**config.mk**
```make
export PLATFORM = sky130hd
export DESIGN_NAME = dps_sequencer
export DESIGN_NICKNAME = d
export VERILOG_FILES = /design/src/logic/dps_pkg.sv /design/src/logic/dps_sync.sv /design/src/logic/dps_sequencer.sv
export SDC_FILE = /design/constraint.sdc
export NUM_CORES = 1
export LEC_CHECK = 0
export BUFFER_PORTS_ARGS = -buffer_cell sky130_fd_sc_hd__buf_2
export CORE_ASPECT_RATIO = 1.1
export CORE_MARGIN = 2
export CORE_UTILIZATION = 50
export CTS_CLUSTER_DIAMETER = 120
export DETAILED_ROUTE_END_ITERATION = 7
export GPL_ROUTABILITY_DRIVEN = 0
export PLACE_DENSITY_LB_ADDON = 0.15
export SLEW_MARGIN = 20
export SYNTH_ARGS = -nofsm -noshare
export SYNTH_HDL_FRONTEND = slang
export SYNTH_SLANG_ARGS = --single-unit
```
**constraint.sdc**
```tcl
create_clock -name i_clk -period 2.5 [get_ports i_clk]
set_clock_uncertainty 0.15 [all_clocks]
set_input_delay 0.125 -clock i_clk [delete_from_list [all_inputs] [get_ports i_clk]]
set_output_delay 0.125 -clock i_clk [all_outputs]
set_load 0.01 [all_outputs]
```
**src/logic/dps_pkg.sv**
```systemverilog
// constants for the dual level power-on sequencer
// Contract
// - below analog level before first recall: outputs off, defaults held, shadow zero, analog off.
// - first reaching analog level: recall shadow settings, then enable analog.
// - above analog level: normal operation from recalled configuration.
// - analog drop above digital level: keep settings, analog off, outputs off.
// - analog level regained without digital drop: resume at once, no recall.
// - below digital level: settings to defaults, new recall required.
// - after digital drop, recall at next rise above analog level.
// - host reads not-ready bit in status byte while above digital level.
// - not-ready set below analog level; cleared within 500 us after rise.
// - address from memory: answer at default address until recall done.
// - analog good asserts supply-low alarm; cleared by conversion above limit.
// - tx fault output does not latch until conversion above limit.
// - supply-low alarm from analog good cannot be masked.
package dps_pkg;
  localparam logic [7:0] DPS_STATUS_OFS = 8'h6E;
  localparam logic [7:0] DPS_ADDR_SRC_OFS = 8'h8C;
  localparam logic [7:0] DPS_DEFAULT_ADDR = 8'hA2;
  localparam int DPS_NRDY_BIT = 0;
  localparam int DPS_VLO_BIT = 1;
  localparam int DPS_TXF_BIT = 2;
  localparam int DPS_ADDR_FROM_NV_BIT = 0;
  localparam int DPS_CLK_MHZ = 40;
  localparam int DPS_NRDY_US = 500;
  localparam int DPS_RECALL_CYC = 4;
  localparam int DPS_SYNC_CYC = 3;
  localparam int DPS_NRDY_CYC = DPS_NRDY_US * DPS_CLK_MHZ;
  localparam int DPS_CNT_W = 15;
  typedef enum logic [1:0] {
    DPS_OFF, DPS_RECALL, DPS_RUN, DPS_HOLD
  } dps_state_t;
endpackage : dps_pkg

```
**src/logic/dps_sync.sv**
```systemverilog
// two flip-flop synchroniser for one level
`timescale 1ns/10ps
module dps_sync (
  input wire logic i_clk,
  input wire logic i_rst_n,
  input wire logic i_d,
  output logic o_q
);
  typedef struct packed {
    logic s1;
    logic s2;
  } dps_sync_t;
  dps_sync_t st_r;
  dps_sync_t st_nxt;
  always_comb begin
    st_nxt.s1 = i_d;
    st_nxt.s2 = st_r.s1;
  end
  always_ff @(posedge i_clk or negedge i_rst_n) begin
    if (!i_rst_n) begin
      st_r <= '0;
    end else begin
      st_r <= st_nxt;
    end
  end
  assign o_q = st_r.s2;
endmodule : dps_sync

```
**src/logic/dps_sequencer.sv**
```systemverilog
// power-on sequencer core with status and address registers
`timescale 1ns/10ps
module dps_sequencer (
  input wire logic i_clk,
  input wire logic i_rst_n,
  input wire logic i_ce,
  input wire logic i_dig_good,
  input wire logic i_ana_good,
  input wire logic i_vcc_conv_valid,
  input wire logic [15:0] i_vcc_conv,
  input wire logic [15:0] i_vcc_low_limit,
  input wire logic i_tx_fault_in,
  input wire logic i_clr_tx_fault,
  input wire logic [7:0] i_nv_addr_src,
  input wire logic [7:0] i_nv_addr,
  input wire logic i_recall_done,
  input wire logic i_reg_wr,
  input wire logic [7:0] i_reg_addr,
  input wire logic [7:0] i_reg_wdata,
  output logic [7:0] o_reg_rdata,
  output logic o_recall_req,
  output logic o_defaults,
  output logic o_analog_en,
  output logic o_out_en,
  output logic o_not_ready_flag,
  output logic o_supply_low_alarm,
  output logic o_tx_fault_output,
  output logic [7:0] o_bus_addr
);
  import dps_pkg::*;

  ////////////////////////////////////////////////////////////////////////
  // reset release and input synchronisers
  logic rst_s1_r;
  logic rst_n_q;
  always_ff @(posedge i_clk or negedge i_rst_n) begin
    if (!i_rst_n) begin
      rst_s1_r <= 1'b0;
      rst_n_q <= 1'b0;
    end else begin
      rst_s1_r <= 1'b1;
      rst_n_q <= rst_s1_r;
    end
  end

  logic dig_good;
  logic ana_good;
  dps_sync u_sync_dig (
    .i_clk(i_clk),
    .i_rst_n(rst_n_q),
    .i_d(i_dig_good),
    .o_q(dig_good)
  );
  dps_sync u_sync_ana (
    .i_clk(i_clk),
    .i_rst_n(rst_n_q),
    .i_d(i_ana_good & i_dig_good),
    .o_q(ana_good)
  );

  // tx fault pin synchroniser
  logic tx_fault;
  dps_sync u_sync_txf (
    .i_clk(i_clk),
    .i_rst_n(rst_n_q),
    .i_d(i_tx_fault_in),
    .o_q(tx_fault)
  );

  ////////////////////////////////////////////////////////////////////////
  // state
  typedef struct packed {
    dps_state_t state;
    logic recall_needed;
    logic [DPS_CNT_W-1:0] cnt;
    logic nrdy;
    logic vlo;
    logic armed;
    logic txf;
    logic run;
    logic rcl;
    logic [7:0] addr_src;
    logic [7:0] addr;
    logic [7:0] rdata;
  } dps_seq_t;
  dps_seq_t st_r;
  dps_seq_t st_nxt;

  function automatic logic hit(input logic [7:0] a, input logic [7:0] o);
    hit = (a == o);
  endfunction : hit

  // not-ready release point
  function automatic logic nrdy_due(input logic [DPS_CNT_W-1:0] c);
    nrdy_due = (c >= DPS_CNT_W'(DPS_NRDY_CYC - DPS_SYNC_CYC - 1));
  endfunction : nrdy_due

  logic conv_above;
  assign conv_above = i_vcc_conv_valid && (i_vcc_conv > i_vcc_low_limit);

  always_comb begin
    st_nxt = st_r;
    if (!dig_good) begin
      st_nxt.state = DPS_OFF;
      st_nxt.recall_needed = 1'b1;
      st_nxt.addr_src = '0;
      st_nxt.addr = DPS_DEFAULT_ADDR;
      st_nxt.nrdy = 1'b1;
      st_nxt.vlo = 1'b1;
      st_nxt.armed = 1'b0;
      st_nxt.txf = 1'b0;
      st_nxt.cnt = '0;
    end else begin
      case (st_r.state)
        DPS_OFF: begin
          st_nxt.nrdy = 1'b1;
          if (ana_good) begin
            st_nxt.state = st_r.recall_needed ? DPS_RECALL : DPS_RUN;
            st_nxt.cnt = '0;
          end
        end
        DPS_RECALL: begin
          if (!nrdy_due(st_r.cnt)) begin
            st_nxt.cnt = st_r.cnt + 1'b1;
          end
          if (!ana_good) begin
            st_nxt.state = DPS_OFF;
          end else if (i_recall_done) begin
            st_nxt.addr_src = i_nv_addr_src;
            st_nxt.addr = i_nv_addr_src[DPS_ADDR_FROM_NV_BIT] ?
              i_nv_addr : DPS_DEFAULT_ADDR;
            st_nxt.recall_needed = 1'b0;
            st_nxt.state = DPS_RUN;
          end
        end
        DPS_RUN: begin
          if (!ana_good) begin
            st_nxt.state = DPS_HOLD;
            st_nxt.nrdy = 1'b1;
            st_nxt.vlo = 1'b1;
            st_nxt.armed = 1'b0;
            st_nxt.cnt = '0;
          end else if (st_r.nrdy) begin
            if (nrdy_due(st_r.cnt)) begin
              st_nxt.nrdy = 1'b0;
            end else begin
              st_nxt.cnt = st_r.cnt + 1'b1;
            end
          end
        end
        DPS_HOLD: begin
          if (ana_good) begin
            st_nxt.state = DPS_RUN;
          end
        end
        default: st_nxt.state = DPS_OFF;
      endcase
      if (st_r.state != DPS_RUN || !ana_good) begin
        st_nxt.vlo = 1'b1;
      end else if (conv_above) begin
        st_nxt.vlo = 1'b0;
        st_nxt.armed = 1'b1;
      end
      if (st_r.armed && st_r.state == DPS_RUN) begin
        if (tx_fault) begin
          st_nxt.txf = 1'b1;
        end else if (i_clr_tx_fault) begin
          st_nxt.txf = 1'b0;
        end
      end else begin
        st_nxt.txf = 1'b0;
      end
      if (i_reg_wr && hit(i_reg_addr, DPS_ADDR_SRC_OFS) &&
          st_r.state == DPS_RUN) begin
        st_nxt.addr_src = i_reg_wdata;
      end
    end
    st_nxt.run = (st_nxt.state == DPS_RUN);
    st_nxt.rcl = (st_nxt.state == DPS_RECALL);
    if (hit(i_reg_addr, DPS_STATUS_OFS)) begin
      st_nxt.rdata = '0;
      st_nxt.rdata[DPS_NRDY_BIT] = st_nxt.nrdy;
      st_nxt.rdata[DPS_VLO_BIT] = st_nxt.vlo;
      st_nxt.rdata[DPS_TXF_BIT] = st_nxt.txf;
    end else if (hit(i_reg_addr, DPS_ADDR_SRC_OFS)) begin
      st_nxt.rdata = st_nxt.addr_src;
    end else begin
      st_nxt.rdata = '0;
    end
  end

  always_ff @(posedge i_clk or negedge rst_n_q) begin
    if (!rst_n_q) begin
      st_r.state <= DPS_OFF;
      st_r.recall_needed <= 1'b1;
      st_r.cnt <= '0;
      st_r.nrdy <= 1'b1;
      st_r.vlo <= 1'b1;
      st_r.armed <= 1'b0;
      st_r.txf <= 1'b0;
      st_r.run <= 1'b0;
      st_r.rcl <= 1'b0;
      st_r.addr_src <= '0;
      st_r.addr <= DPS_DEFAULT_ADDR;
      st_r.rdata <= '0;
    end else if (i_ce) begin
      st_r <= st_nxt;
    end
  end

  ////////////////////////////////////////////////////////////////////////
  // outputs
  assign o_reg_rdata = st_r.rdata;
  assign o_recall_req = st_r.rcl;
  assign o_defaults = st_r.recall_needed;
  assign o_analog_en = st_r.run;
  assign o_out_en = st_r.run;
  assign o_not_ready_flag = st_r.nrdy;
  assign o_supply_low_alarm = st_r.vlo;
  assign o_tx_fault_output = st_r.txf;
  assign o_bus_addr = st_r.addr;
endmodule : dps_sequencer

```
==> metrics.md, run 1 <==
| Metric | Value |
|---|---|
| Die ar. | roughly 7500 µm² |
| Startpoint types | flop |
| Global-route wire length before repair | approximately 13,000 µm |
| Share of cells above drive strength 1 | 0.276 |
| Top reg by flops | st_r |
| Remaining DRCs | 0 |
| CTS Root Cell | clkbuf_8 |
| Met3 Usage GRT | 0.0500 |
| Mapped Area | about 3400 µm² |
| Slew headroom | 0.566 |
| Synth unique cells | 54 |
| Starting Density | 0.517 |
| M2 GR Usage | 0.388 |
| Arrival time at the worst endpoint | 2.36 ns |
| Clock sink count | 56 |
| Final Hold Viols | 0 |
| Maximum VDD drop | slightly below 400 µV |
| Pre-antenna DRT Iters | 4 |
| DRT antenna net count | 0 |
| Most common cell after layout, fill and taps aside | buf_2 |
| Footprint of the multi-input gates | between 1500 and 2000 µm² |
| Critical-path cell list | inv_1 > ha_1 > and3b_1 > o21ai_1 > nand2_2 > or2_1 > o41ai_1 |
| Hold Crit Class | input port to flop |
| Row count | 31 |
| CTS H-tree lvls | 2 |
| Routed wire length | around 8000 µm |
| Least-Margin Pin Slew | roughly 0.65 ns |
| Drt first-iter violations | between 100 and 150 |
| Flip-flop count of the largest register after layout | 26 |
| PwrDens | ~520 nW/µm² |
| Gr ovfl total | 0 |
| Chip height | roughly 90 µm |
| CTS tree | yes |
| Fmax | between 400 and 500 MHz |
| Max-cap check violation count | 0 |
| I/O pins | 97 |
| Antenna diodes | 0 |
| Status | finished, final reports clean |
| Total Nets Final | around 570 |
| Synth Register Bits | between 50 and 60 |
| Worst path max stage delay | approximately 0.46 ns |
| GR Util met1 | 0.260 |
| Register area | roughly 1400 µm² |
| Final Power | about 2.2 mW |
| CTS Buf Count | 5 |
| Most frequent cells in the layout | buf_2, dfrtp_1, nand2_1, o21ai_0, inv_1 |
| PnR worst setup slack | just over 0.2 ns |
| Critical path class | flop to flop |
| Via density | roughly 5.6 |
| Sequential area share after synthesis | 0.416 |
| Vias in the first global route | 2,983 |
| Synthesis-to-finish area growth | 21.5% |
| Syn nets | 472 |
| WP data required | 2.56 ns |
| GRT Max-Usage Layer | met2 |
| Largest net degree at the start of global routing | 32 |
| Slew Limit Fails | 0 |
| Final period util | 0.919 |
| Die X-Extent | around 82 µm |
| Clock buffer depth | 2 |
| Hpwl dp | a little under 6000 µm |
| WL/cell | ~14 µm |
| CP Capture Type | flop |
| Fillcell total | 579 |
| Setup-failing EPs final | 0 |
| Initial antenna violation count | 0 |
| Synth Flop Type | dfrtp_1 |
| Worst skew pair latency | about 0.32 ns |
| Crit path max fanout | 8 |
| Cell count after synthesis | about 380 |
| RSZ-0062 raised after global routing | no |
| Core footprint | around 6600 µm² |
| Post-layout min period | approximately 2.3 ns |
| Setup Slack @ Placement | 0.181 ns |
| CP max-delay cell | dfrtp_1 |
| Reg clk slew, reported paths | 0.10 ns |
| Ys async rst share | 1.00 |
| GRT Overall Usage | 0.219 |
| Number of synthesized flops with an enable pin | 0 |
| Yosys synthesis warning count | 0 |
| DR vias | approximately 3,100 |
| Pleak | about 2 nW |
| Setup TNS | 0 ns |
| Final Util | 0.628 |
| Input/output buffers | 96 |
| Average size of a mapped cell | ~9.0 µm² |
synth_stat cells, types with 4 or more instances:
master / number / share of area
dfrtp_1: 50 / 0.37
nand2_1: 36 / 0.040
o21ai_0: 35 / 0.052
inv_1: 34 / 0.038
ha_1: 22 / 0.081
nor2_1: 18 / 0.020
buf_4: 17 / 0.038
nand3_1: 17 / 0.025
o211ai_1: 17 / 0.038
a21oi_1: 16 / 0.024
clkbuf_1: 16 / 0.018
a22o_1: 11 / 0.028
nand4_1: 8 / 0.015
dfstp_2: 6 / 0.047
o31ai_1: 6 / 0.013
o2bb2ai_1: 5 / 0.013
a21o_1: 4 / 0.0089
nor3_1: 4 / 0.0059
area by class of cell:
type | instances | share of cell area
Clock inverter | 2 | 0.00334
Inverter | 34 | 0.0310
Timing Repair Buffer | 122 | 0.176
Sequential cell | 56 | 0.343
Multi-Input combinational cell | 251 | 0.402
Clock buffer | 6 | 0.0201
Tap cell | 82 | 0.0249
critical path: cells and delay by family, from the launching register on:
family / cells / cell delay [ns]
and+or+nand+nor: 3 / 0.68
AOI/OAI and AO/OA: 2 / 0.53
DFF: 1 / 0.46
adders and majority gates: 1 / 0.28
buffers and inverters: 1 / 0.10
stage by stage:
step | instances | area [µm²] | hold slack (ns)
5_1_grt | 553 | 4120 | 0.00555
4_1_cts | 553 | 4110 | 0.00169
3_3_place_gp | 531 | 3880 | -0.239
2_1_floorplan | 376 | 3390 | -0.321
6_report | 553 | 4120 | 0.00673
3_5_place_dp | 531 | 3880 | -0.239
repair_timing:
item                                    in CTS  in global routing
endpoints found under the hold margin       16                  0
gates resized for setup                      0                  2
hold buffers                                14                  0
endpoints found under the setup margin       0                  1
setup buffers                                0                  0
path summary, 6_finish.rpt:
path,slack (ns),from,end,cells after the start
max,0.20,st_r[46]$_DFFE_PN0P_,st_r[34]$_DFFE_PN0P_,7
min reg2reg,0.11,rst_n_q$_DFF_PN0_,st_r[46]$_DFFE_PN0P_,0
max reg2reg,0.20,st_r[46]$_DFFE_PN0P_,st_r[34]$_DFFE_PN0P_,7
min,0.007,i_nv_addr[2],o_bus_addr[2]$_DFFE_PN0P_,3
max in group asynchronous,1.46,rst_n_q$_DFF_PN0_,o_supply_low_alarm$_DFFE_PN1P_,1
min in group asynchronous,0.11,rst_n_q$_DFF_PN0_,st_r[46]$_DFFE_PN0P_,0
metal layers:
layer | up-vias | wire (µm)
met5 | - | 0
met2 | 86 | 4040
met3 | 13 | 464
li1 | 1534 | -
met4 | 0 | 150
met1 | 1448 | 3330
cells by family (layout without fill, tap and decap cells):
group | count (synthesis) | after routing | share of synthesized area
other | 1 | 1 | 0.00111
flip-flops | 56 | 56 | 0.416
buffers and inverters | 69 | 164 | 0.0960
AO/OA/AOI/OAI | 122 | 122 | 0.249
adder cells (fa/ha/maj) | 22 | 22 | 0.0812
AND/OR/NAND/NOR | 102 | 102 | 0.145
multiplexers | 4 | 4 | 0.0122
power breakdown:
group          switching, mW  internal (mW)  leakage, nW  total (mW)
clock                  0.296          0.227       0.0516       0.523
combinational          0.307          0.272         1.22       0.578
sequential            0.0712          0.982        0.739        1.05
Power figures use the tool's default switching activity.
==> run 2: changes to the inputs <==
--- a/config.mk
+++ b/config.mk
@@ -5,12 +5,12 @@
 export SDC_FILE = /design/constraint.sdc
 export NUM_CORES = 1
 export LEC_CHECK = 0
-export BUFFER_PORTS_ARGS = -buffer_cell sky130_fd_sc_hd__buf_2
 export CORE_ASPECT_RATIO = 1.1
 export CORE_MARGIN = 2
 export CORE_UTILIZATION = 50
 export CTS_CLUSTER_DIAMETER = 120
 export DETAILED_ROUTE_END_ITERATION = 7
+export DONT_BUFFER_PORTS = 1
 export GPL_ROUTABILITY_DRIVEN = 0
 export PLACE_DENSITY_LB_ADDON = 0.15
 export SLEW_MARGIN = 20
==> run 2 against run 1 <==
  * Worst setup slack got worse by 0.093 ns
  * Sequential power barely moved
  * Utilization fell by 5.0 points
  * Die area did not move
  * The run now ends with negative hold slack left
  * Total power barely moved
  * Final area fell by 7.9%
  * Sequential cell count did not move
  * Largest power group unchanged
  * Wire length fell by 2.5%
==> metrics.md, run 2 (same netlist as run 1, synthesis figures left out) <==
| Metric | Value |
|---|---|
| Status | finished, violations left (was finished, final reports clean) |
| Failing checks | negative hold slack |
| Remaining DRCs | 0 (unchanged) |
| Power share of the combinational group | 0.217 (was 0.268) |
| WL/cell | 16.6 µm (was 14.4 µm) |
| Setup TNS | 0 ns (unchanged) |
| Chip height | 90.3 µm (unchanged) |
| Critical-path cell list | inv_1 > ha_1 > and3_1 > nand2_1 > o211ai_1 > o211ai_1 > dlygate4sd3_1 > o2bb2ai_1 (was inv_1 > ha_1 > and3b_1 > o21ai_1 > nand2_2 > or2_1 > o41ai_1) |
| Core footprint | 6560 µm² (unchanged) |
| Critical path class | flop to flop (unchanged) |
| Clock buffer depth | 2 (unchanged) |
| Starting Density | 0.517 (unchanged) |
| Initial antenna violation count | 0 (unchanged) |
| Flip-flop count of the largest register after layout | 26 (unchanged) |
| Most frequent cells in the layout | dfrtp_1, nand2_1, o21ai_0, inv_1, dlygate4sd3_1 (was buf_2, dfrtp_1, nand2_1, o21ai_0, inv_1) |
| CTS H-tree lvls | 2 (unchanged) |
| Worst path max stage delay | 0.60 ns (was 0.46 ns) |
| Clock sink count | 56 (unchanged) |
| Least-Margin Pin Slew | 0.863 ns (was 0.650 ns) |
| Setup-failing EPs final | 0 (unchanged) |
| Fillcell total | 571 (was 579) |
| Gr ovfl total | 0 (unchanged) |
| Psw | 0.657 mW (was 0.674 mW) |
| Global-route wire length before repair | 12,500 µm (was 13,000 µm) |
| Reg2reg path depth | 8 (was 7) |
| Startpoint types | flop (unchanged) |
| Final Util | 0.578 (was 0.628) |
| Reg power frac | 0.500 (was 0.489) |
| CP Capture Type | flop (unchanged) |
| Pleak | 1.67 nW (was 2.01 nW) |
| Switching share of power | 0.305 (was 0.313) |
| GRT Overall Usage | 0.211 (was 0.219) |
| Slew headroom | 0.423 (was 0.566) |
| Reg clk slew, reported paths | 0.10 ns (about the same) |
| Footprint of the multi-input gates | 1660 µm² (unchanged) |
| Top reg by flops | st_r (unchanged) |
| Routed wire length | 7780 µm (was 7980 µm) |
| Vias in the first global route | 2,740 (was 2,983) |
| Arrival time at the worst endpoint | 2.49 ns (was 2.36 ns) |
| Final period util | 0.956 (was 0.919) |
| Clk network pwr share | 0.283 (was 0.243) |
| DR vias | 2,742 (was 3,081) |
| CP max-delay cell | dlygate4sd3_1 (was dfrtp_1) |
| PwrDens | 568 nW/µm² (was 523 nW/µm²) |
| CTS Root Cell | clkbuf_8 (unchanged) |
| Pre-antenna DRT Iters | 4 (unchanged) |
| Most common cell after layout, fill and taps aside | dfrtp_1 (was buf_2) |
| Die X-Extent | 82.5 µm (unchanged) |
| Max-cap check violation count | 0 (unchanged) |
| Slew Limit Fails | 0 (unchanged) |
| Total Nets Final | 483 (was 566) |
| Register area | 1410 µm² (unchanged) |
| I/O pins | 97 (unchanged) |
| Largest net degree at the start of global routing | 46 (was 32) |
| Share of cells above drive strength 1 | 0.0825 (was 0.276) |
| Hold Crit Class | input port to flop (unchanged) |
| Fmax | 418 MHz (was 435 MHz) |
| Via density | 5.83 (was 5.57) |
| DRT antenna net count | 0 (unchanged) |
| Hold depth | 4 (was 3) |
| Row count | 31 (unchanged) |
| CTS tree | yes (unchanged) |
| Input/output buffers | 0 (was 96) |
| Die ar. | 7450 µm² (unchanged) |
| Cell internal pwr | 1.50 mW (was 1.48 mW) |
| Antenna diodes | 0 (unchanged) |
| CTS Buf Count | 5 (unchanged) |
| Crit path max fanout | 7 (was 8) |
| Post-layout min period | 2.39 ns (was 2.30 ns) |
| Hpwl dp | 5540 µm (was 5950 µm) |
| Drt first-iter violations | 145 (was 146) |
| CP most frequent cell | o211ai_1 |
| Worst skew pair latency | 0.32 ns (about the same) |
| RSZ-0062 raised after global routing | no (unchanged) |
| Hold WS | -0.000872 ns (was 0.00673 ns) |
| Maximum VDD drop | 517 µV (was 398 µV) |
| Final Hold Viols | 2 (was 0) |
| WP data required | 2.60 ns (was 2.56 ns) |
| Synthesis-to-finish area growth | 11.9% (was 21.5%) |
==> run 2: final timing paths <==
check | to | from | slack [ns]
setup reg to reg | o_reg_rdata[3]$_DFFE_PN0P_ | st_r[47]$_DFFE_PN0P_ | 0.11
hold / removal | st_r[16]$_DFFE_PN0P_ | i_nv_addr_src[0] | -0.0009
max in group asynchronous | u_sync_dig.st_nxt[0]$_DFF_PN0_ | rst_n_q$_DFF_PN0_ | 1.31
hold reg to reg | st_r[44]$_DFFE_PN0P_ | rst_n_q$_DFF_PN0_ | 0.10
min in group asynchronous | st_r[44]$_DFFE_PN0P_ | rst_n_q$_DFF_PN0_ | 0.10
setup / recovery | o_reg_rdata[3]$_DFFE_PN0P_ | st_r[47]$_DFFE_PN0P_ | 0.11
==> run 2: power by group through the flow <==
stage / sequential, mW / combinational (mW) / clock, mW
floorplan: 1.06 / 0.386 / 0
global placement: 1.09 / 0.407 / 0
detailed placement: 1.10 / 0.418 / 0
CTS: 1.08 / 0.465 / 0.632
global route: 1.09 / 0.534 / 0.670
finish: 1.08 / 0.467 / 0.610
==> run 2: routing by layer <==
| metal | vias up | wire [µm] | GRT usage |
|---|---|---|---|
| li1 | 1363 | - | - |
| met1 | 1301 | 3430 | 0.268 |
| met2 | 70 | 3910 | 0.366 |
| met3 | 8 | 365 | 0.0400 |
| met4 | 0 | 75 | 0.0492 |
| met5 | - | 0 | 0 |
==> run 2: final cells by class <==
cell class                      count  share of cell area
Multi-Input combinational cell    251               0.437
Sequential cell                    56               0.372
Timing Repair Buffer               39              0.0997
Inverter                           34              0.0337
Tap cell                           82              0.0271
Clock buffer                        5              0.0182
Clock inverter                      3              0.0122
==> run 2: worst max-delay path: cells and delay by family, from the launching register on <==
family | cells | cell delay [ns]
simple gates | 2 | 0.43
buf+inv | 2 | 0.73
fa+ha+maj | 1 | 0.24
compound gates | 3 | 0.33
flops | 1 | 0.44
==> run 2: stage by stage <==
| step | setup slack (ns) | instance area, µm² | hold slack [ns] | total power, mW | instances |
|---|---|---|---|---|---|
| 2_1_floorplan | 0.318 | 3390 | -0.321 | 1.45 | 376 |
| 3_3_place_gp | 0.286 | 3380 | -0.321 | 1.50 | 433 |
| 3_5_place_dp | 0.166 | 3380 | -0.321 | 1.52 | 433 |
| 4_1_cts | 0.107 | 3790 | 0.000610 | 2.17 | 470 |
| 5_1_grt | 0.0329 | 3790 | 0.0244 | 2.29 | 470 |
| 6_report | 0.109 | 3790 | -0.000872 | 2.15 | 470 |
==> run 2: timing repair <==
item                                    4_1_cts  5_1_grt
endpoints found under the hold margin        45        0
endpoints found under the setup margin        0        5
setup buffers                                 0        0
hold buffers                                 29        0
gates resized for setup                       0        1
